--- config.mk ---
export PLATFORM = sky130hd
export DESIGN_NAME = epr_route_select
export DESIGN_NICKNAME = d
export VERILOG_FILES = /design/src/core/epr_pkg.sv /design/src/core/epr_route_select.sv /design/src/core/epr_pin_mux.sv
export SDC_FILE = /design/constraint.sdc
export NUM_CORES = 1
export LEC_CHECK = 0
export ABC_AREA = 1
export BUFFER_PORTS_ARGS = -buffer_cell sky130_fd_sc_hd__buf_2
export CAP_MARGIN = 20
export CORE_AREA = 2 2 202 204
export CTS_CLUSTER_DIAMETER = 50
export DETAILED_ROUTE_END_ITERATION = 12
export DIE_AREA = 0 0 204 206
export PLACE_DENSITY_LB_ADDON = 0.25
export SLEW_MARGIN = 10
export SYNTH_ARGS = -nofsm -noshare
export SYNTH_HDL_FRONTEND = slang
export SYNTH_SLANG_ARGS = --single-unit
--- constraint.sdc ---
create_clock -name clock -period 1.9 [get_ports clock]
set_input_delay 0.38 -clock clock [delete_from_list [all_inputs] [get_ports clock]]
set_output_delay 0.38 -clock clock [all_outputs]
set_load 0.02 [all_outputs]
--- src/core/epr_pkg.sv ---
// Operation
// (RULE1) new routing reaches the pins on the cycle after the register write
// (RULE2) address pin select bit at 1 makes that pin a general-purpose line
// (RULE3) address pin select bit at 0 makes that pin an address output
// (RULE4) software gates clocks of affected peripherals before changing routing
// (RULE5) software resets affected peripherals after changing routing, before use
// (RULE6) bit 15 picks receive clock or source clock on serial port 0 mode 3
// (RULE7) parallel field 000 gives all 28 pins to host port, no SDRAM
// (RULE8) parallel 001 routes SPI 7, GPIO 6, UART 4, I2S2 4, SDRAM 7
// (RULE9) parallel 010 routes GPIO 8 and SDRAM control 7
// (RULE10) parallel 011 routes SPI 4, I2S3 4, SDRAM control 7
// (RULE11) parallel 100 routes I2S2 4, UART 4, SDRAM control 7
// (RULE12) parallel 101 routes SPI 4, UART 4, SDRAM control 7
// (RULE13) parallel 110 routes SPI 7, I2S2, I2S3, GPIO 6, SDRAM; 111 reserved
// (RULE14) serial port 1 field 00 routes memory card interface 1
// (RULE15) serial port 1 field 01 routes multichannel SPI; 11 reserved
// (RULE16) serial port 1 field 10 routes general-purpose lines 11 to 6
// (RULE17) serial port 0 field 00 routes memory card interface 0
// (RULE18) serial port 0 field 01 routes I2S0 4 plus general-purpose lines 5, 4
// (RULE19) serial port 0 field 10 routes general-purpose lines 5 to 0
// (RULE20) serial port 0 field 11 routes the buffered serial port
// (RULE21) bits 7 and 6 read zero and ignore writes
// (RULE22) after reset all six address pins are general-purpose inputs
// (RULE23) selection register resets to 0x103f
package epr_pkg;

  // register location in cpu i/o space
  localparam logic [15:0] EPR_CTRL_ADDR  = 16'h1c00;
  localparam logic [15:0] EPR_CTRL_RESET = 16'h103f;
  // writable bits; 7:6 are held at zero
  localparam logic [15:0] EPR_WRITE_MASK = 16'hff3f;

  // field positions
  localparam int EPR_CLKSEL_POS = 15;
  localparam int EPR_PP_POS     = 12;
  localparam int EPR_SP1_POS    = 10;
  localparam int EPR_SP0_POS    = 8;
  localparam int EPR_ADDR_POS   = 0;

  // pin group widths
  localparam int EPR_PP_PINS   = 28;
  localparam int EPR_SP_PINS   = 6;
  localparam int EPR_ADDR_PINS = 6;
  localparam int EPR_SDRAM_W   = 7;

  // parallel port candidates (111 reserved)
  localparam int EPR_PP_MODES  = 7;
  // serial port 1 candidates (11 reserved)
  localparam int EPR_SP1_MODES = 3;
  // serial port 0: four modes plus mode 3 with source clock
  localparam int EPR_SP0_MODES = 5;
  localparam logic [1:0] EPR_SP0_BSP     = 2'h3;
  localparam logic [2:0] EPR_SP0_BSP_SRC = 3'h4;
  // lane of the shared serial port 0 clock pin
  localparam int EPR_SP0_CLK_LANE = 5;

  // selection register layout
  typedef struct packed {
    logic       clkSel;
    logic [2:0] parallel_port_route;
    logic [1:0] serial_port1_route;
    logic [1:0] serial_port0_route;
    logic [1:0] reserved;
    logic [5:0] addrPinSelect;
  } epr_ctrl_t;

  // cpu i/o space access
  typedef struct packed {
    logic        strobe;
    logic        write;
    logic [15:0] addr;
    logic [15:0] wdata;
  } epr_io_req_t;

endpackage

--- src/core/epr_route_select.sv ---
`timescale 1ns/1ps
`default_nettype none
module epr_route_select
  import epr_pkg::*;
(
  // clock and reset
  input  wire logic              clock,
  input  wire logic              rst,
  // cpu i/o space port
  input  wire epr_io_req_t       ioReq,
  output logic      [15:0]       ioRdata,
  // parallel port pads
  input  wire logic [27:0]       ppPadIn,
  output logic      [27:0]       ppPadOut,
  output logic      [27:0]       ppPadOe,
  // serial port 1 pads
  input  wire logic [5:0]        sp1PadIn,
  output logic      [5:0]        sp1PadOut,
  output logic      [5:0]        sp1PadOe,
  // serial port 0 pads
  input  wire logic [5:0]        sp0PadIn,
  output logic      [5:0]        sp0PadOut,
  output logic      [5:0]        sp0PadOe,
  // upper address pads
  input  wire logic [5:0]        addrPadIn,
  output logic      [5:0]        addrPadOut,
  output logic      [5:0]        addrPadOe,
  // host port
  input  wire logic [27:0]       hostOut,
  input  wire logic [27:0]       hostOe,
  output logic      [27:0]       hostIn,
  // sdram control of ext_mem_if
  input  wire logic [6:0]        sdramOut,
  input  wire logic [6:0]        sdramOe,
  output logic      [6:0]        sdramIn,
  // spi
  input  wire logic [6:0]        spiOut,
  input  wire logic [6:0]        spiOe,
  output logic      [6:0]        spiIn,
  // parallel port gpio_line group
  input  wire logic [7:0]        ppGpioOut,
  input  wire logic [7:0]        ppGpioOe,
  output logic      [7:0]        ppGpioIn,
  // uart
  input  wire logic [3:0]        uartOut,
  input  wire logic [3:0]        uartOe,
  output logic      [3:0]        uartIn,
  // i2s channel 2
  input  wire logic [3:0]        i2s2Out,
  input  wire logic [3:0]        i2s2Oe,
  output logic      [3:0]        i2s2In,
  // i2s channel 3
  input  wire logic [3:0]        i2s3Out,
  input  wire logic [3:0]        i2s3Oe,
  output logic      [3:0]        i2s3In,
  // memory card interface 1
  input  wire logic [5:0]        card1Out,
  input  wire logic [5:0]        card1Oe,
  output logic      [5:0]        card1In,
  // multichannel_spi
  input  wire logic [5:0]        mcspiOut,
  input  wire logic [5:0]        mcspiOe,
  output logic      [5:0]        mcspiIn,
  // gpio_line 11..6
  input  wire logic [5:0]        gpioHiOut,
  input  wire logic [5:0]        gpioHiOe,
  output logic      [5:0]        gpioHiIn,
  // memory card interface 0
  input  wire logic [5:0]        card0Out,
  input  wire logic [5:0]        card0Oe,
  output logic      [5:0]        card0In,
  // i2s channel 0
  input  wire logic [3:0]        i2s0Out,
  input  wire logic [3:0]        i2s0Oe,
  output logic      [3:0]        i2s0In,
  // gpio_line 5..0
  input  wire logic [5:0]        gpioLoOut,
  input  wire logic [5:0]        gpioLoOe,
  output logic      [5:0]        gpioLoIn,
  // buffered_serial_port, lane 5 is bsp_receive_clock
  input  wire logic [5:0]        bspOut,
  input  wire logic [5:0]        bspOe,
  output logic      [5:0]        bspIn,
  output logic                   bsp_source_clock,
  // ext_mem_addr 20..15 and gpio_line 26..21
  input  wire logic [5:0]        ext_mem_addr,
  input  wire logic [5:0]        addrGpioOut,
  input  wire logic [5:0]        addrGpioOe,
  output logic      [5:0]        addrGpioIn
);

  localparam int PPW = EPR_PP_MODES * EPR_PP_PINS;
  localparam int SPW1 = EPR_SP1_MODES * EPR_SP_PINS;
  localparam int SPW0 = EPR_SP0_MODES * EPR_SP_PINS;

  epr_ctrl_t   external_pin_route_ctrl;
  epr_ctrl_t   next_ctrl;
  logic [15:0] next_ioRdata;
  logic        regHit;

  // register access; writes land at the edge that takes them
  always_comb begin
    regHit       = ioReq.strobe && (ioReq.addr == EPR_CTRL_ADDR);
    next_ctrl    = external_pin_route_ctrl;
    next_ioRdata = '0;
    if (regHit && ioReq.write) begin
      // (RULE21) reserved bits masked
      next_ctrl = epr_ctrl_t'((16'(external_pin_route_ctrl) & ~EPR_WRITE_MASK)
                              | (ioReq.wdata & EPR_WRITE_MASK));
    end
    if (regHit && !ioReq.write) begin
      next_ioRdata = 16'(external_pin_route_ctrl);
    end
  end

  // (RULE23) reset value
  always_ff @(posedge clock) begin
    if (rst) begin
      external_pin_route_ctrl <= epr_ctrl_t'(EPR_CTRL_RESET);
      ioRdata                 <= '0;
    end else begin
      external_pin_route_ctrl <= next_ctrl;
      ioRdata                 <= next_ioRdata;
    end
  end

  // parallel port candidates, sdram control in lanes 6..0 of modes 1 to 6
  logic [PPW-1:0] ppSrcOut;
  logic [PPW-1:0] ppSrcOe;
  logic [PPW-1:0] ppSink;

  always_comb begin
    // (RULE7) host port owns all pins
    ppSrcOut[0*28 +: 28] = hostOut;
    ppSrcOe[0*28 +: 28]  = hostOe;
    // (RULE8) mode 1 layout
    ppSrcOut[1*28 +: 28] = {i2s2Out, uartOut, ppGpioOut[5:0], spiOut, sdramOut};
    ppSrcOe[1*28 +: 28]  = {i2s2Oe, uartOe, ppGpioOe[5:0], spiOe, sdramOe};
    // (RULE9) mode 2 layout
    ppSrcOut[2*28 +: 28] = {13'h0000, ppGpioOut, sdramOut};
    ppSrcOe[2*28 +: 28]  = {13'h0000, ppGpioOe, sdramOe};
    // (RULE10) mode 3 layout
    ppSrcOut[3*28 +: 28] = {13'h0000, i2s3Out, spiOut[3:0], sdramOut};
    ppSrcOe[3*28 +: 28]  = {13'h0000, i2s3Oe, spiOe[3:0], sdramOe};
    // (RULE11) mode 4 layout
    ppSrcOut[4*28 +: 28] = {13'h0000, uartOut, i2s2Out, sdramOut};
    ppSrcOe[4*28 +: 28]  = {13'h0000, uartOe, i2s2Oe, sdramOe};
    // (RULE12) mode 5 layout
    ppSrcOut[5*28 +: 28] = {13'h0000, uartOut, spiOut[3:0], sdramOut};
    ppSrcOe[5*28 +: 28]  = {13'h0000, uartOe, spiOe[3:0], sdramOe};
    // (RULE13) mode 6 layout
    ppSrcOut[6*28 +: 28] = {i2s3Out, i2s2Out, ppGpioOut[5:0], spiOut, sdramOut};
    ppSrcOe[6*28 +: 28]  = {i2s3Oe, i2s2Oe, ppGpioOe[5:0], spiOe, sdramOe};
  end

  // (RULE1) pads follow register next cycle
  epr_pin_mux #(.W(EPR_PP_PINS), .N(EPR_PP_MODES), .SW(3)) ppMux (
    .clock  (clock),
    .rst    (rst),
    .sel    (external_pin_route_ctrl.parallel_port_route),
    .srcOut (ppSrcOut),
    .srcOe  (ppSrcOe),
    .padIn  (ppPadIn),
    .padOut (ppPadOut),
    .padOe  (ppPadOe),
    .sinkIn (ppSink)
  );

  // serial port 1 candidates
  logic [SPW1-1:0] sp1Sink;

  // (RULE14) card 1, (RULE15) multichannel_spi, (RULE16) gpio 11..6
  epr_pin_mux #(.W(EPR_SP_PINS), .N(EPR_SP1_MODES), .SW(2)) sp1Mux (
    .clock  (clock),
    .rst    (rst),
    .sel    (external_pin_route_ctrl.serial_port1_route),
    .srcOut ({gpioHiOut, mcspiOut, card1Out}),
    .srcOe  ({gpioHiOe, mcspiOe, card1Oe}),
    .padIn  (sp1PadIn),
    .padOut (sp1PadOut),
    .padOe  (sp1PadOe),
    .sinkIn (sp1Sink)
  );

  // serial port 0; extra slot 4 leaves the clock pin to the source clock
  logic [SPW0-1:0] sp0Src;
  logic [SPW0-1:0] sp0SrcOe;
  logic [SPW0-1:0] sp0Sink;
  logic [2:0]      sp0Sel;

  always_comb begin
    // (RULE17) card 0
    sp0Src[0*6 +: 6]   = card0Out;
    sp0SrcOe[0*6 +: 6] = card0Oe;
    // (RULE18) i2s0 plus gpio 5..4
    sp0Src[1*6 +: 6]   = {gpioLoOut[5:4], i2s0Out};
    sp0SrcOe[1*6 +: 6] = {gpioLoOe[5:4], i2s0Oe};
    // (RULE19) gpio 5..0
    sp0Src[2*6 +: 6]   = gpioLoOut;
    sp0SrcOe[2*6 +: 6] = gpioLoOe;
    // (RULE20) buffered serial port
    sp0Src[3*6 +: 6]   = bspOut;
    sp0SrcOe[3*6 +: 6] = bspOe;
    // clock pin becomes an input for the source clock
    sp0Src[4*6 +: 6]   = {1'b0, bspOut[4:0]};
    sp0SrcOe[4*6 +: 6] = {1'b0, bspOe[4:0]};
    // (RULE6) clock pin select
    if (external_pin_route_ctrl.serial_port0_route == EPR_SP0_BSP
        && external_pin_route_ctrl.clkSel) begin
      sp0Sel = EPR_SP0_BSP_SRC;
    end else begin
      sp0Sel = {1'b0, external_pin_route_ctrl.serial_port0_route};
    end
  end

  epr_pin_mux #(.W(EPR_SP_PINS), .N(EPR_SP0_MODES), .SW(3)) sp0Mux (
    .clock  (clock),
    .rst    (rst),
    .sel    (sp0Sel),
    .srcOut (sp0Src),
    .srcOe  (sp0SrcOe),
    .padIn  (sp0PadIn),
    .padOut (sp0PadOut),
    .padOe  (sp0PadOe),
    .sinkIn (sp0Sink)
  );

  // upper address pads, one two-way mux per pin
  logic [1:0] addrSink [EPR_ADDR_PINS];

  genvar g;
  generate
    for (g = 0; g < EPR_ADDR_PINS; g++) begin : gAddr
      logic [1:0] aSink;
      // (RULE2) 1 selects gpio, (RULE3) 0 selects address output
      epr_pin_mux #(.W(1), .N(2), .SW(1)) addrMux (
        .clock  (clock),
        .rst    (rst),
        .sel    (external_pin_route_ctrl.addrPinSelect[g]),
        .srcOut ({addrGpioOut[g], ext_mem_addr[g]}),
        .srcOe  ({addrGpioOe[g], 1'b1}),
        .padIn  (addrPadIn[g]),
        .padOut (addrPadOut[g]),
        .padOe  (addrPadOe[g]),
        .sinkIn (aSink)
      );
      assign addrSink[g] = aSink;
    end
  endgenerate

  // peripheral inputs gathered from whichever mode owns each lane
  logic [27:0] next_hostIn;
  logic [6:0]  next_sdramIn;
  logic [6:0]  next_spiIn;
  logic [7:0]  next_ppGpioIn;
  logic [3:0]  next_uartIn;
  logic [3:0]  next_i2s2In;
  logic [3:0]  next_i2s3In;
  logic [5:0]  next_addrGpioIn;

  always_comb begin
    next_hostIn   = ppSink[0*28 +: 28];
    next_sdramIn  = '0;
    for (int m = 1; m < EPR_PP_MODES; m++) begin
      next_sdramIn = next_sdramIn | ppSink[m*28 +: 7];
    end
    next_spiIn    = ppSink[1*28+7 +: 7] | ppSink[6*28+7 +: 7]
                  | {3'h0, ppSink[3*28+7 +: 4]} | {3'h0, ppSink[5*28+7 +: 4]};
    next_ppGpioIn = {2'h0, ppSink[1*28+14 +: 6]} | ppSink[2*28+7 +: 8]
                  | {2'h0, ppSink[6*28+14 +: 6]};
    next_uartIn   = ppSink[1*28+20 +: 4] | ppSink[4*28+11 +: 4]
                  | ppSink[5*28+11 +: 4];
    next_i2s2In   = ppSink[1*28+24 +: 4] | ppSink[4*28+7 +: 4]
                  | ppSink[6*28+20 +: 4];
    next_i2s3In   = ppSink[3*28+11 +: 4] | ppSink[6*28+24 +: 4];
    for (int a = 0; a < EPR_ADDR_PINS; a++) begin
      next_addrGpioIn[a] = addrSink[a][1];
    end
  end

  // (RULE22) reset leaves address pads undriven
  always_ff @(posedge clock) begin
    if (rst) begin
      hostIn           <= '0;
      sdramIn          <= '0;
      spiIn            <= '0;
      ppGpioIn         <= '0;
      uartIn           <= '0;
      i2s2In           <= '0;
      i2s3In           <= '0;
      card1In          <= '0;
      mcspiIn          <= '0;
      gpioHiIn         <= '0;
      card0In          <= '0;
      i2s0In           <= '0;
      gpioLoIn         <= '0;
      bspIn            <= '0;
      bsp_source_clock <= 1'b0;
      addrGpioIn       <= '0;
    end else begin
      hostIn           <= next_hostIn;
      sdramIn          <= next_sdramIn;
      spiIn            <= next_spiIn;
      ppGpioIn         <= next_ppGpioIn;
      uartIn           <= next_uartIn;
      i2s2In           <= next_i2s2In;
      i2s3In           <= next_i2s3In;
      card1In          <= sp1Sink[0*6 +: 6];
      mcspiIn          <= sp1Sink[1*6 +: 6];
      gpioHiIn         <= sp1Sink[2*6 +: 6];
      card0In          <= sp0Sink[0*6 +: 6];
      i2s0In           <= sp0Sink[1*6 +: 4];
      gpioLoIn         <= sp0Sink[2*6 +: 6] | {sp0Sink[1*6+4 +: 2], 4'h0};
      bspIn            <= sp0Sink[3*6 +: 6] | {1'b0, sp0Sink[4*6 +: 5]};
      bsp_source_clock <= sp0Sink[4*6 + EPR_SP0_CLK_LANE];
      addrGpioIn       <= next_addrGpioIn;
    end
  end

endmodule // epr_route_select
`default_nettype wire

--- src/core/epr_pin_mux.sv ---
`timescale 1ns/1ps
`default_nettype none
module epr_pin_mux
  import epr_pkg::*;
#(
  parameter int W  = 6,
  parameter int N  = 4,
  parameter int SW = 2
) (
  // clock and reset
  input  wire logic           clock,
  input  wire logic           rst,
  // candidate selection
  input  wire logic [SW-1:0]  sel,
  // candidate sources, W lanes each
  input  wire logic [N*W-1:0] srcOut,
  input  wire logic [N*W-1:0] srcOe,
  // pads
  input  wire logic [W-1:0]   padIn,
  output logic      [W-1:0]   padOut,
  output logic      [W-1:0]   padOe,
  // synchronised pad level, delivered only to the chosen source
  output logic      [N*W-1:0] sinkIn
);

  logic [W-1:0] syncA;
  logic [W-1:0] syncB;
  logic [W-1:0] next_padOut;
  logic [W-1:0] next_padOe;

  // an unlisted select leaves every pad undriven and feeds no one
  always_comb begin
    next_padOut = '0;
    next_padOe  = '0;
    sinkIn      = '0;
    for (int i = 0; i < N; i++) begin
      if (sel == SW'(i)) begin
        next_padOut           = srcOut[i*W +: W];
        next_padOe            = srcOe[i*W +: W];
        sinkIn[i*W +: W]      = syncB;
      end
    end
  end

  // pad drive and two-stage input synchroniser
  always_ff @(posedge clock) begin
    if (rst) begin
      padOut <= '0;
      padOe  <= '0;
      syncA  <= '0;
      syncB  <= '0;
    end else begin
      padOut <= next_padOut;
      padOe  <= next_padOe;
      syncA  <= padIn;
      syncB  <= syncA;
    end
  end

endmodule // epr_pin_mux
`default_nettype wire

; Yosys cells after proc, flatten, opt, wreduce, memory -nomap -nowiden
; Index checks and enable logic that the tools add are counted.
[word_totals]
romBits = 0
latch_bits = 0
inputBits = 304
ram_bits = 0
register_bits = 325
mem_count = 0
[op_classes]
eq_ne = 14
addsub = 0
n_bitwise = 32
muxes = 53
mul = 0
n_div = 0
reduce_logical = 23
magnitude_cmp = 0
shifts = 0
[ops]
columns = operator, n
row1 = $mux W28, 16
row2 = $mux W6, 17
row3 = $mux W15, 4
row4 = $or A7 B7 Y7, 6
row5 = $reduce_or A2 Y1, 15
row6 = $or A4 B4 Y4, 5
row7 = $eq A16 B13 Y1 const B, 1
row8 = $or A8 B16 Y16, 1
row9 = $mux W5, 3
row10 = $not A1 Y1, 14
row11 = $or A7 B4 Y7, 2
row12 = $eq A3 B2 Y1 const B, 4
row13 = $eq A3 B3 Y1 const B, 4
row14 = $mux W1, 12
row15 = $or A6 B8 Y8, 1
row16 = $or A8 B6 Y8, 1
row17 = $eq A3 B1 Y1 const B, 2
row18 = $logic_not A3 Y1, 2
row19 = $or A6 B5 Y6, 1
row20 = $or A6 B6 Y6, 1
row21 = $eq A2 B2 Y1 const B, 2
row22 = $logic_and A1 B1 Y1, 4
row23 = $mux W3, 1
row24 = $eq A2 B1 Y1 const B, 1
row25 = other kinds (2), 2

; Logic depth before layout (Yosys ltp)
; Gate-level depths: netlist of the first run.
[logic_depth]
ltp_word = 9
depth_mapped = 11
depth_no_buf = 9

; By module
; A second synthesis of the first run with hierarchy kept.
[unflattened]
hier_cells = 2499
hier_area_um2 = 15606.2
[by_module_without_submodules]
columns = module, cells_per_inst, area_each_um2, n_inst
row1 = epr_pin_mux at ppMux, 1465, 7902.6, 1
row2 = epr_route_select, 521, 4389.2, 1
row3 = epr_pin_mux at sp0Mux, 217, 1361.3, 1
row4 = epr_pin_mux at sp1Mux, 158, 1044.8, 1
row5 = epr_pin_mux at gAddr[0].addrMux ..., 23, 151.4, 6

; Worst setup path after synthesis of the first run
; OpenSTA, ideal clock, no wires.
[synth_timing]
path_kind = input to register
start = input port ioReq[29] (netlist name)
end = register external_pin_route_ctrl[0] (netlist name)
arrival_time_ns = 1.365
stages = 6
slack_ns = 0.401
required_time_ns = 1.766
path_cell_list = inv_1 -> nand2_1 -> nor3_1 -> nand3_1 -> nand2_1 -> nand3_1
[synth_between]
elab_chain_len = 3
[synth_lines]
columns = element, line_no
row1 = from (decl), epr_route_select.sv:10  ; input wire epr_io_req_t ioReq,
row2 = $eq A16 B13 Y1, epr_route_select.sv:103  ; regHit = ioReq.strobe && (ioReq.addr == EPR_CTRL_ADDR);
row3 = $logic_and A1 B1 Y1, epr_route_select.sv:103
row4 = $logic_and A1 B1 Y1, epr_route_select.sv:106  ; if (regHit && ioReq.write) begin
row5 = to (signal assigned), epr_route_select.sv:119  ; external_pin_route_ctrl <= epr_ctrl_t'(EPR_CTRL_RESET);
row6 = to (signal assigned), epr_route_select.sv:122  ; external_pin_route_ctrl <= next_ctrl;
row7 = to (decl), epr_route_select.sv:96  ; epr_ctrl_t external_pin_route_ctrl;
; No other way between the ends.
; A chain may end at the register's enable or synchronous reset.

; Final worst setup path of the first run
[layout_timing]
start = register external_pin_route_ctrl[12] (netlist name)
end = register sdramIn[2]
[layout_between]
elab_chain_len = 7
word_cells_on_any_way = 17
cone_classes = eq/ne: 6 / mux: 6 / bitwise: 5
[layout_lines]
columns = element, line_no
row1 = $eq A3 B1 Y1 / $eq A3 B2 Y1 (equally long branches), epr_pin_mux.sv:37  ; if (sel == SW'(i)) begin
row2 = $mux W28 / $mux W15 (equally long branches), epr_pin_mux.sv:37
row3 = $or A7 B7 Y7 (4 in a row), epr_route_select.sv:265  ; next_sdramIn = next_sdramIn | ppSink[m*28 +: 7];
row4 = $or A7 B7 Y7 (*), epr_route_select.sv:265
row5 = to (signal assigned), epr_route_select.sv:302  ; sdramIn <= next_sdramIn;
row6 = to (decl), epr_route_select.sv:35  ; output logic [6:0] sdramIn,
; Every way passes the cells marked *; elsewhere a longest branch is shown, timed or not.

==> impl_metrics.py, run 1 <==
metrics = {
    "min_path": {
        "hp-class": "in -> reg",
        "min-delay-start": "sp0PadIn[1]",
    },
    "finish": {
        "fin_cells": 2540,
        "syn_to_final_growth_pct": 45.30,
        "layout.nets": 2274,
        "finalCoreUtilization": 0.4009,
        "final_layout_size_suffix_gt1_frac": 0.3267,
    },
    "synthesis": {
        "synth.top_cell.area_share": 0.5797,
        "yosysUniqueCellTypes": 34,
        "synth_adder_area_share": 0,
        "seq_area_frac_synth": 0.5797,
        "yosys.area_share.simple": 0.2515,
        "yosys-top-cells-area": "dfxtp_1 58%, nand2_1 10%, nor2_1 9.2%",
        "synth_most_common_cell": "dfxtp_1",
        "synth_edf_count": 0,
        "syn-cell-area_sq_um": 11090,
        "synth_ff_type": "dfxtp_1",
        "yosys_warnings": 0,
        "async_flop_share": 0,
        "synth_area_leader_cell": "dfxtp_1",
        "synth.avg_cell_area_sq_um": 7.901,
        "synth_compound_area_frac": 0.05643,
        "ys_ff_latch": 321,
        "syn_inst": 1403,
        "synthMuxAreaShare": 0,
        "netlist_top_cells_count": "321 x dfxtp_1, 297 x nand2_1, 271 x nor2_1",
        "synth-xor-area-share": 0,
        "synth_top_family_by_area": "simple AND/OR/NAND/NOR gates",
    },
    "clocking": {
        "root_buffer": "clkbuf_16",
        "cts_tree": "built",
        "clkTransAtPathRegs_ns": 0.06,
        "clockBufferDepth": 3,
        "htreeDepth": 2,
        "clock_latency_ns": 0.57,
        "cts-resized-gates": 0,
        "cts_buffers": 41,
        "post_cts_buffers": 0,
        "cts_sinks": 321,
    },
    "place": {
        "dpl.hpwl_mm": 34.06,
        "portBuffers": 516,
        "dp.cells": 2424,
        "place_congestion": 0.8750,
    },
    "timing": {
        "slew_viol_final": 0,
        "setup_violations": 0,
        "finalSetupTns_ns": 0,
        "maxSlewHeadroom": 0.2817,
        "finClkSkew_ns": 0.02474,
        "period_needed_ns": 1.757,
        "hold_viol": 0,
        "tightest_slew_ns": 1.073,
        "rsz0062_at_grt": "false",
        "fmax_ghz": 0.5691,
        "period_share": 0.9249,
    },
    "grt": {
        "gr-usage-met3": 0.05676,
        "gr-total-overflow": 0,
        "met1_usage": 0.2424,
        "grt_max_degree": 44,
        "grt_usage": 0.2003,
        "antenna_found_initial": 15,
        "grt_first_pass_wirelength_mm": 62.57,
        "grt.busiest_layer": "met2",
        "met2_usage": 0.3299,
        "grt_pass1_vias": 10525,
    },
    "die": {
        "row_count": 74,
        "pin_count": 521,
        "die_y_um": 206,
        "initial_utilization": 0.2759,
        "fp.dieArea_sq_um": 42020,
        "fp.coreArea_sq_um": 40180,
        "die_w_um": 204,
    },
    "worst_setup_path": {
        "ff2ff_setup_slack_ns": 0.14,
        "cp.arrival_ns": 2.19,
        "crit_path_end_kind": "flip-flop",
        "worst-setup-path-type": "reg -> reg",
        "crit_path_max_fanout": 7,
        "worstSetupStartpointType": "flip-flop",
        "cp-startpoint": "external_pin_route_ctrl[12]$_SDFFE_PP1P_",
        "rr_startpoint": "external_pin_route_ctrl[12]$_SDFFE_PP1P_",
        "cp_data_required_time_ns": 2.33,
    },
    "outcome": {
        "status": "finished, final reports clean",
    },
    "flow_run": {
        "cap_viol_max_count": 0,
    },
    "power": {
        "pwr_density_cell_nw_per_um2": 997.3,
        "p_leak_nw": 8.525,
        "ir_worst_vdd_v": 0.0006809,
    },
    "drt": {
        "drtAntennaViolNets": 0,
        "drtIter0Drc": 541,
        "post_drt_wl_per_cell_um": 17.23,
        "drc_errors": 0,
        "routed_wl_mm": 43.76,
        "drt-pass1-iter-count": 4,
        "post_drt_via_cell_ratio": 4.258,
        "num_vias": 10816,
    },
}
[cells by family after synthesis]
family,after synthesis
buffers and inverters,304
AO/OA/AOI/OAI,95
flip-flops,321
other,1
AND/OR/NAND/NOR,682
[per-layer routing]
metal / wire [um] / up-vias
met1: 18420 / 4948
met3: 3276 / 88
li1: - / 5391
met4: 1697 / 12
met5: 78 / -
met2: 20290 / 377
[where the power goes]
part | switching, mW | total (mW) | internal (mW)
logic | 0.671 | 1.18 | 0.511
clock network | 3.15 | 7.87 | 4.72
registers | 0.0601 | 7.02 | 6.96
[critical path, cell delays in order (launching register included)]
cell     delay, ns
dfxtp_1       0.50
inv_1         0.19
nand3_2       0.18
inv_2         0.06
nor2_2        0.20
o21ai_2       0.10
nand2_1       0.32
nor2_1        0.07
[state kept, by name, summed over array words and instances, names as in the netlist, 7 cells and up]
register,count
ppMux.syncA,28
hostIn,28
spiIn,7
ppMux.padOut,28
sdramIn,7
ppMux.syncB,28
ppMux.padOe,28
external_pin_route_ctrl,14
ppGpioIn,8
ioRdata,14
[repair_timing]
action                                  CTS  global route
endpoints found under the setup margin    0             0
hold buffers                             35             0
hold endpoints to repair                 35             0
[final timing paths]
check / end / cells past startpoint
hold / removal: sp0Mux.syncA[1]$_SDFF_PP0_ / 3
setup reg to reg: sdramIn[2]$_SDFF_PP0_ / 7
setup / recovery: sdramIn[2]$_SDFF_PP0_ / 7
hold reg to reg: gAddr[3].addrMux.syncB$_SDFF_PP0_ / 2
[area by class of cell]
cell class	count	area (sq um)
Sequential cell	321	6426
Antenna cell	9	22.52
Tap cell	532	665.6
Multi-Input combinational cell	779	3421
Clock inverter	24	314.1
Clock buffer	48	1082
Fill cell	4194	24080
Timing Repair Buffer	595	3303
Inverter	232	873.3
[per-stage QoR]
stage	hold slack (ns)	area [sq um]	power (mW)	setup slack, ns
after global routing	0.01170	16100	16.67	0.0006133
after floorplan	0.3883	11090	7.687	0.4011
after CTS	0.00001404	16090	16.29	0.09795
after global placement	0.3891	14340	8.286	0.1695
after detailed placement	0.3932	14340	8.298	0.1112
final	0.03267	16110	16.06	0.1427
[placed cells by master (no fill, tap or decap), types with 3 or more instances in the layout]
master,n
buf_2,515
clkbuf_1,4
o221ai_1,5
clkbuf_16,41
inv_6,4
o21ai_0,29
clkinv_8,4
a31oi_1,12
inv_1,222
inv_2,8
o22ai_1,7
bufinv_16,4
a22o_1,3
nand4_1,18
and3_1,6
clkinvlp_4,4
clkbuf_8,3
clkinv_2,3
clkinv_4,3
nor2_2,4
dfxtp_1,321
diode_2,9
o31ai_1,5
buf_12,3
o32ai_1,6
nand3_1,75
nand2_1,297
o31ai_2,3
dlygate4sd3_1,35
a21oi_1,10
nor2_1,271
o211ai_1,14
buf_4,42
Note: power is estimated with default switching activity, not from simulation.
==> run 2: changes to the inputs <==
==> constraint.sdc (replaced) <==
create_clock -name clock -period 1.8 [get_ports clock]
set_input_delay 0.18 -clock clock [delete_from_list [all_inputs] [get_ports clock]]
set_output_delay 0.18 -clock clock [all_outputs]
set_load 0.02 [all_outputs]
==> run 2 against run 1 <==
Net effect:
- die area did not move
- power up 9.3%
- count of clock-buffer cells in the layout rose by 8
- via count up 10%
- largest power group unchanged
- critical endpoint is now ppMux.padOe[3]$_SDFF_PP0_
- combinational power increased by 41%
- non-clock buffer count rose by 218
- flip-flop and latch count unchanged
- register-to-register slack worse by 0.06 ns
- global-route usage is 1.4 points higher
- wire length increased by 7.3%
- first-iteration DRC count is 39% higher
- sequential power is 5.6% higher
==> impl_metrics.py, run 2 (synthesis results as in run 1) <==
metrics = {
    "outcome": {
        "status": "finished, final reports clean",
    },
    "grt": {
        "grt_pass1_vias": 12021,
        "grt_first_pass_wirelength_mm": 68.35,
        "gr-total-overflow": 0,
        "antenna_found_initial": 4,
        "grt_max_degree": 63,
        "grt_usage": 0.2144,
    },
    "timing": {
        "slew_viol_final": 0,
        "finClkSkew_ns": 0.02288,
        "rsz0062_at_grt": "false",
        "fmax_ghz": 0.5815,
        "period_needed_ns": 1.720,
        "setup_violations": 0,
        "finalSetupTns_ns": 0,
        "worst_slack_ns": 0.08018,
        "maxSlewHeadroom": 0.5735,
        "hold_viol": 0,
        "tightest_slew_ns": 0.6398,
        "period_share": 0.9555,
    },
    "power": {
        "pwr_density_cell_nw_per_um2": 955.3,
        "pwr-share-comb": 0.094,
        "clkPwrFrac": 0.484,
        "netSwitchingFraction": 0.2404,
        "p_sw_mw": 4.223,
        "intPower_mw": 13.34,
        "p_leak_nw": 9.492,
        "seqPwrFrac": 0.422,
        "ir_worst_vdd_v": 0.0006439,
    },
    "worst_setup_path": {
        "crit_path_max_fanout": 14,
        "crit_family": "flip-flops",
        "cp_data_required_time_ns": 2.25,
        "path_buf_inv": 2,
        "cpPeakStageDelay_ns": 0.56,
        "cpMaxStageDelayCell": "dfxtp_1",
        "crit_path_end_kind": "flip-flop",
        "crit_path_frequent_cell": "buf_4",
        "worstSetupStartpointType": "flip-flop",
        "crit_chain": "buf_4 > nor2_8 > nor2_2 > o21ai_2 > buf_4 > nand3_1 > nand2_1",
        "worst-setup-path-type": "reg -> reg",
        "cp.arrival_ns": 2.17,
    },
    "place": {
        "place_congestion": 0.8812,
        "dpl_worst_slack_ns": 0.1214,
        "portBuffers": 516,
        "dpl.hpwl_mm": 33.75,
    },
    "min_path": {
        "hp-class": "in -> reg",
    },
    "die": {
        "fp.dieArea_sq_um": 42020,
        "initial_utilization": 0.2759,
        "fp.coreArea_sq_um": 40180,
        "pin_count": 521,
        "die_w_um": 204,
        "row_count": 74,
        "die_y_um": 206,
    },
    "drt": {
        "drt-pass1-iter-count": 7,
        "drtIter0Drc": 754,
        "post_drt_via_cell_ratio": 4.321,
        "routed_wl_mm": 46.94,
        "post_drt_wl_per_cell_um": 17.03,
        "num_vias": 11910,
        "drc_errors": 0,
        "drtAntennaViolNets": 0,
    },
    "clocking": {
        "clock_latency_ns": 0.58,
        "cts_buffers": 42,
        "clockBufferDepth": 3,
        "clkTransAtPathRegs_ns": 0.06,
        "htreeDepth": 2,
        "cts_tree": "built",
        "cts_sinks": 321,
        "root_buffer": "clkbuf_16",
    },
    "flow_run": {
        "cap_viol_max_count": 0,
    },
    "finish": {
        "multi_input_area_sq_um": 3446,
        "final_cell_mix": "515 x buf_2, 319 x dfxtp_1, 295 x nand2_1",
        "final_layout_size_suffix_gt1_frac": 0.2954,
        "syn_to_final_growth_pct": 65.87,
        "final-seq-area_sq_um": 6431,
        "final_common_cell": "buf_2",
        "n_fill_cell": 3974,
        "layout.nets": 2494,
    },
}
run 2: metal layers:
metal  global-route usage  vias to the layer above  part of all wire
met1               0.2532                     5485              0.41
met5                    0                        -           0.00045
met2               0.3716                      487              0.48
met3              0.04998                      112             0.071
met4              0.09343                        4             0.035
li1                     -                     5822                 -
run 2: timing repair:
| item | 4_1_cts | 5_1_grt |
|---|---|---|
| hold buffers | 257 | 1 |
| resized for setup | 0 | 13 |
| setup endpoints to repair | 0 | 25 |
| buffers inserted | 0 | 1 |
| hold endpoints to repair | 157 | 1 |
run 2: area by class of cell:
cell class	instances	area share
clock buffer	56	0.06437
multi-input combinational	779	0.1874
tap	532	0.03620
inverter	232	0.04770
clock inverter	19	0.01368
sequential	321	0.3498
antenna	3	0.0004083
timing repair buffer	813	0.3001
timing repair inverter	1	0.0004083
run 2: worst paths after layout:
kind                                                 start                                  endpoint  slack [ns]  depth (start not counted)
setup / recovery  external_pin_route_ctrl[13]$_SDFFE_PP0P_                 ppMux.padOe[3]$_SDFF_PP0_        0.08                          7
hold / removal                                   ioReq[14]  external_pin_route_ctrl[14]$_SDFFE_PP0P_        0.02                          5
setup reg to reg  external_pin_route_ctrl[13]$_SDFFE_PP0P_                 ppMux.padOe[3]$_SDFF_PP0_        0.08                          7
hold reg to reg                 ppMux.syncA[21]$_SDFF_PP0_                ppMux.syncB[21]$_SDFF_PP0_        0.39                          2
run 2: metrics by stage:
step | cells | power [mW] | utilization | instance area [sq um] | hold WS (ns)
after global placement | 2418 | 8.747 | 0.3560 | 14310 | 0.3804
after CTS | 2750 | 17.79 | 0.4558 | 18310 | 0.0003411
after detailed placement | 2418 | 8.760 | 0.3560 | 14310 | 0.3801
after global routing | 2755 | 18.22 | 0.4575 | 18390 | 0.03553
after floorplan | 1404 | 8.114 | - | 11090 | 0.2870
final | 2756 | 17.57 | 0.4576 | 18390 | 0.01527
run 2: worst register-to-register path, cell delays in order (launching register included):
cell     delay [ns]
dfxtp_1        0.56
buf_4          0.24
nor2_8         0.06
nor2_2         0.23
o21ai_2        0.11
buf_4          0.22
nand3_1        0.14
nand2_1        0.07
run 2: power by group through the flow:
stage          clock network [mW]  registers (mW)  logic (mW)
2_1_floorplan                   0            7.71       0.403
3_3_place_gp                    0            7.56        1.19
3_5_place_dp                    0            7.56        1.20
4_1_cts                      8.73            7.41        1.65
5_1_grt                      8.99            7.43        1.81
6_report                     8.50            7.41        1.66
==> run 3: changes to the inputs <==
Settings changed: SETUP_SLACK_MARGIN set to 0.3.
Clock period 1.8 ns to 2.21 ns, I/O delays scaled along.
==> run 3 against run 2 <==
Net effect:
- critical path depth unchanged
- sequential share of layout area is 1.3 points higher
- largest power group unchanged
- highest routed layer unchanged
- largest cell class unchanged
- count of clock-buffer cells in the layout fell by 1
==> impl_metrics.py, run 3 (synthesis results as in run 1) <==
metrics = {
    "outcome": {
        "status": "finished, final reports clean",
    },
    "worst_setup_path": {
        "worstSetupStartpointType": "flip-flop",
        "rr_startpoint": "external_pin_route_ctrl[11]$_SDFFE_PP0P_",
        "crit_path_end_kind": "flip-flop",
        "cp_data_required_time_ns": 2.64,
        "worst-r2r-cell-count": 7,
        "crit_path_max_fanout": 8,
        "cp.arrival_ns": 2.25,
        "r2r_end": "sp1Mux.padOut[4]$_SDFF_PP0_",
        "worst-setup-path-type": "reg -> reg",
        "ff2ff_setup_slack_ns": 0.40,
    },
    "place": {
        "dpl.hpwl_mm": 33.94,
        "place_congestion": 0.8654,
        "dp.cells": 2412,
        "dpl_worst_slack_ns": 0.4265,
        "portBuffers": 516,
    },
    "clocking": {
        "htreeDepth": 2,
        "clkTransAtPathRegs_ns": 0.06,
        "cts_tree": "built",
        "cts_buffers": 40,
        "root_buffer": "clkbuf_16",
        "clock_latency_ns": 0.55,
        "clockBufferDepth": 3,
        "cts_sinks": 321,
    },
    "finish": {
        "final_common_cell": "buf_2",
        "final_cell_mix": "515 x buf_2, 319 x dfxtp_1, 296 x nand2_1",
        "fin_cells": 2694,
        "layout.nets": 2433,
        "syn_to_final_growth_pct": 59.66,
        "final_layout_size_suffix_gt1_frac": 0.2978,
    },
    "die": {
        "pin_count": 521,
        "die_w_um": 204,
        "fp.dieArea_sq_um": 42020,
        "initial_utilization": 0.2759,
        "row_count": 74,
        "die_y_um": 206,
        "fp.coreArea_sq_um": 40180,
    },
    "timing": {
        "setup_violations": 0,
        "slew_viol_final": 0,
        "period_share": 0.8208,
        "period_needed_ns": 1.814,
        "fmax_ghz": 0.5513,
        "whs_ns": 0.01505,
        "hold_viol": 0,
        "finClkSkew_ns": 0.01589,
        "tightest_slew_ns": 0.5543,
        "rsz0062_at_grt": "true",
        "worst_slack_ns": 0.3961,
        "finalSetupTns_ns": 0,
        "maxSlewHeadroom": 0.6305,
    },
    "grt": {
        "antenna_found_initial": 8,
        "gr-total-overflow": 0,
        "grt_pass1_vias": 11381,
        "grt_max_degree": 78,
        "grt_usage": 0.2100,
        "grt_first_pass_wirelength_mm": 66.54,
    },
    "drt": {
        "drtAntennaViolNets": 0,
        "num_vias": 11591,
        "drt-pass1-iter-count": 5,
        "post_drt_wl_per_cell_um": 17.14,
        "routed_wl_mm": 46.18,
        "drtIter0Drc": 606,
        "drc_errors": 0,
        "post_drt_via_cell_ratio": 4.303,
    },
    "power": {
        "p_leak_nw": 9.191,
        "ir_worst_vdd_v": 0.0005960,
        "pwr_density_cell_nw_per_um2": 787.7,
        "p_total_mw": 13.94,
    },
    "min_path": {
        "hp-class": "in -> reg",
        "hold_depth": 3,
        "min-delay-start": "ppGpioOe[2]",
        "min_to": "ppMux.padOe[16]$_SDFF_PP0_",
    },
    "flow_run": {
        "cap_viol_max_count": 0,
    },
}
[run 3: cell types whose count changed in the layout (fill, tap and decap cells not counted), sizes merged]
cell | before | now
buf | 555 | 549
clkbuf | 56 | 55
clkinv | 7 | 6
clkinvlp | 4 | 1
diode | 3 | 6
dlygate4sd3 | 258 | 206
inv | 238 | 236
[run 3: power breakdown]
| part | internal [mW] | switching [mW] | total [mW] |
|---|---|---|---|
| logic | 0.639 | 0.643 | 1.28 |
| registers | 5.98 | 0.0529 | 6.03 |
| clock network | 4.06 | 2.57 | 6.63 |
| total | 10.7 | 3.27 | 13.9 |
[run 3: through the flow]
step | util | cell area (sq um)
2_1_floorplan | - | 11090
3_3_place_gp | 0.3546 | 14250
3_5_place_dp | 0.3546 | 14250
4_1_cts | 0.4395 | 17660
5_1_grt | 0.4403 | 17690
6_report | 0.4405 | 17700
[run 3: cell type report]
class / instances / area, sq um
timing repair buffer: 755 / 4932
inverter: 232 / 878.3
clock inverter: 14 / 190.2
sequential: 321 / 6429
fill: 4044 / 22480
tap: 532 / 665.6
antenna: 6 / 15.01
clock buffer: 55 / 1159
multi-input combinational: 779 / 3431
[run 3: metal layers]
layer / wire length [um] / track usage
met1: 19370 / 0.2517
met2: 22120 / 0.3554
met3: 2905 / 0.04857
met4: 1771 / 0.1007
met5: 7 / 0
[run 3: repair_timing]
| item | 4_1_cts | 5_1_grt |
|---|---|---|
| endpoints found under the hold margin | 142 | 0 |
| setup buffers | 0 | 1 |
| hold buffers | 206 | 0 |
| setup endpoints to repair | 0 | 19 |
| resized for setup | 0 | 7 |
[run 3: critical path, cell delays in order, from the launching register on]
cell	delay, ns
dfxtp_2	0.38
inv_1	0.08
nand2_1	0.13
clkinvlp_4	0.19
buf_4	0.20
nand2_1	0.07
a31oi_1	0.08
dlygate4sd3_1	0.56
[run 3: how the worst max path moves through the flow]
| stage | from | to | slack [ns] | cells past startpoint |
|---|---|---|---|---|
| finish | external_pin_route_ctrl[11]$_SDFFE_PP0P_ | sp1Mux.padOut[4]$_SDFF_PP0_ | 0.40 | 7 |
| global route | external_pin_route_ctrl[11]$_SDFFE_PP0P_ | sp1Mux.padOut[5]$_SDFF_PP0_ | 0.29 | 8 |
| CTS | external_pin_route_ctrl[10]$_SDFFE_PP0P_ | sp1Mux.padOut[0]$_SDFF_PP0_ | 0.36 | 7 |
| detailed placement | external_pin_route_ctrl[14]$_SDFFE_PP0P_ | sdramIn[6]$_SDFF_PP0_ | 0.43 | 7 |
| global placement | external_pin_route_ctrl[14]$_SDFFE_PP0P_ | spiIn[3]$_SDFF_PP0_ | 0.46 | 9 |
| floorplan | external_pin_route_ctrl[14]$_SDFFE_PP0P_ | ppMux.padOut[11]$_SDFF_PP0_ | 0.86 | 9 |
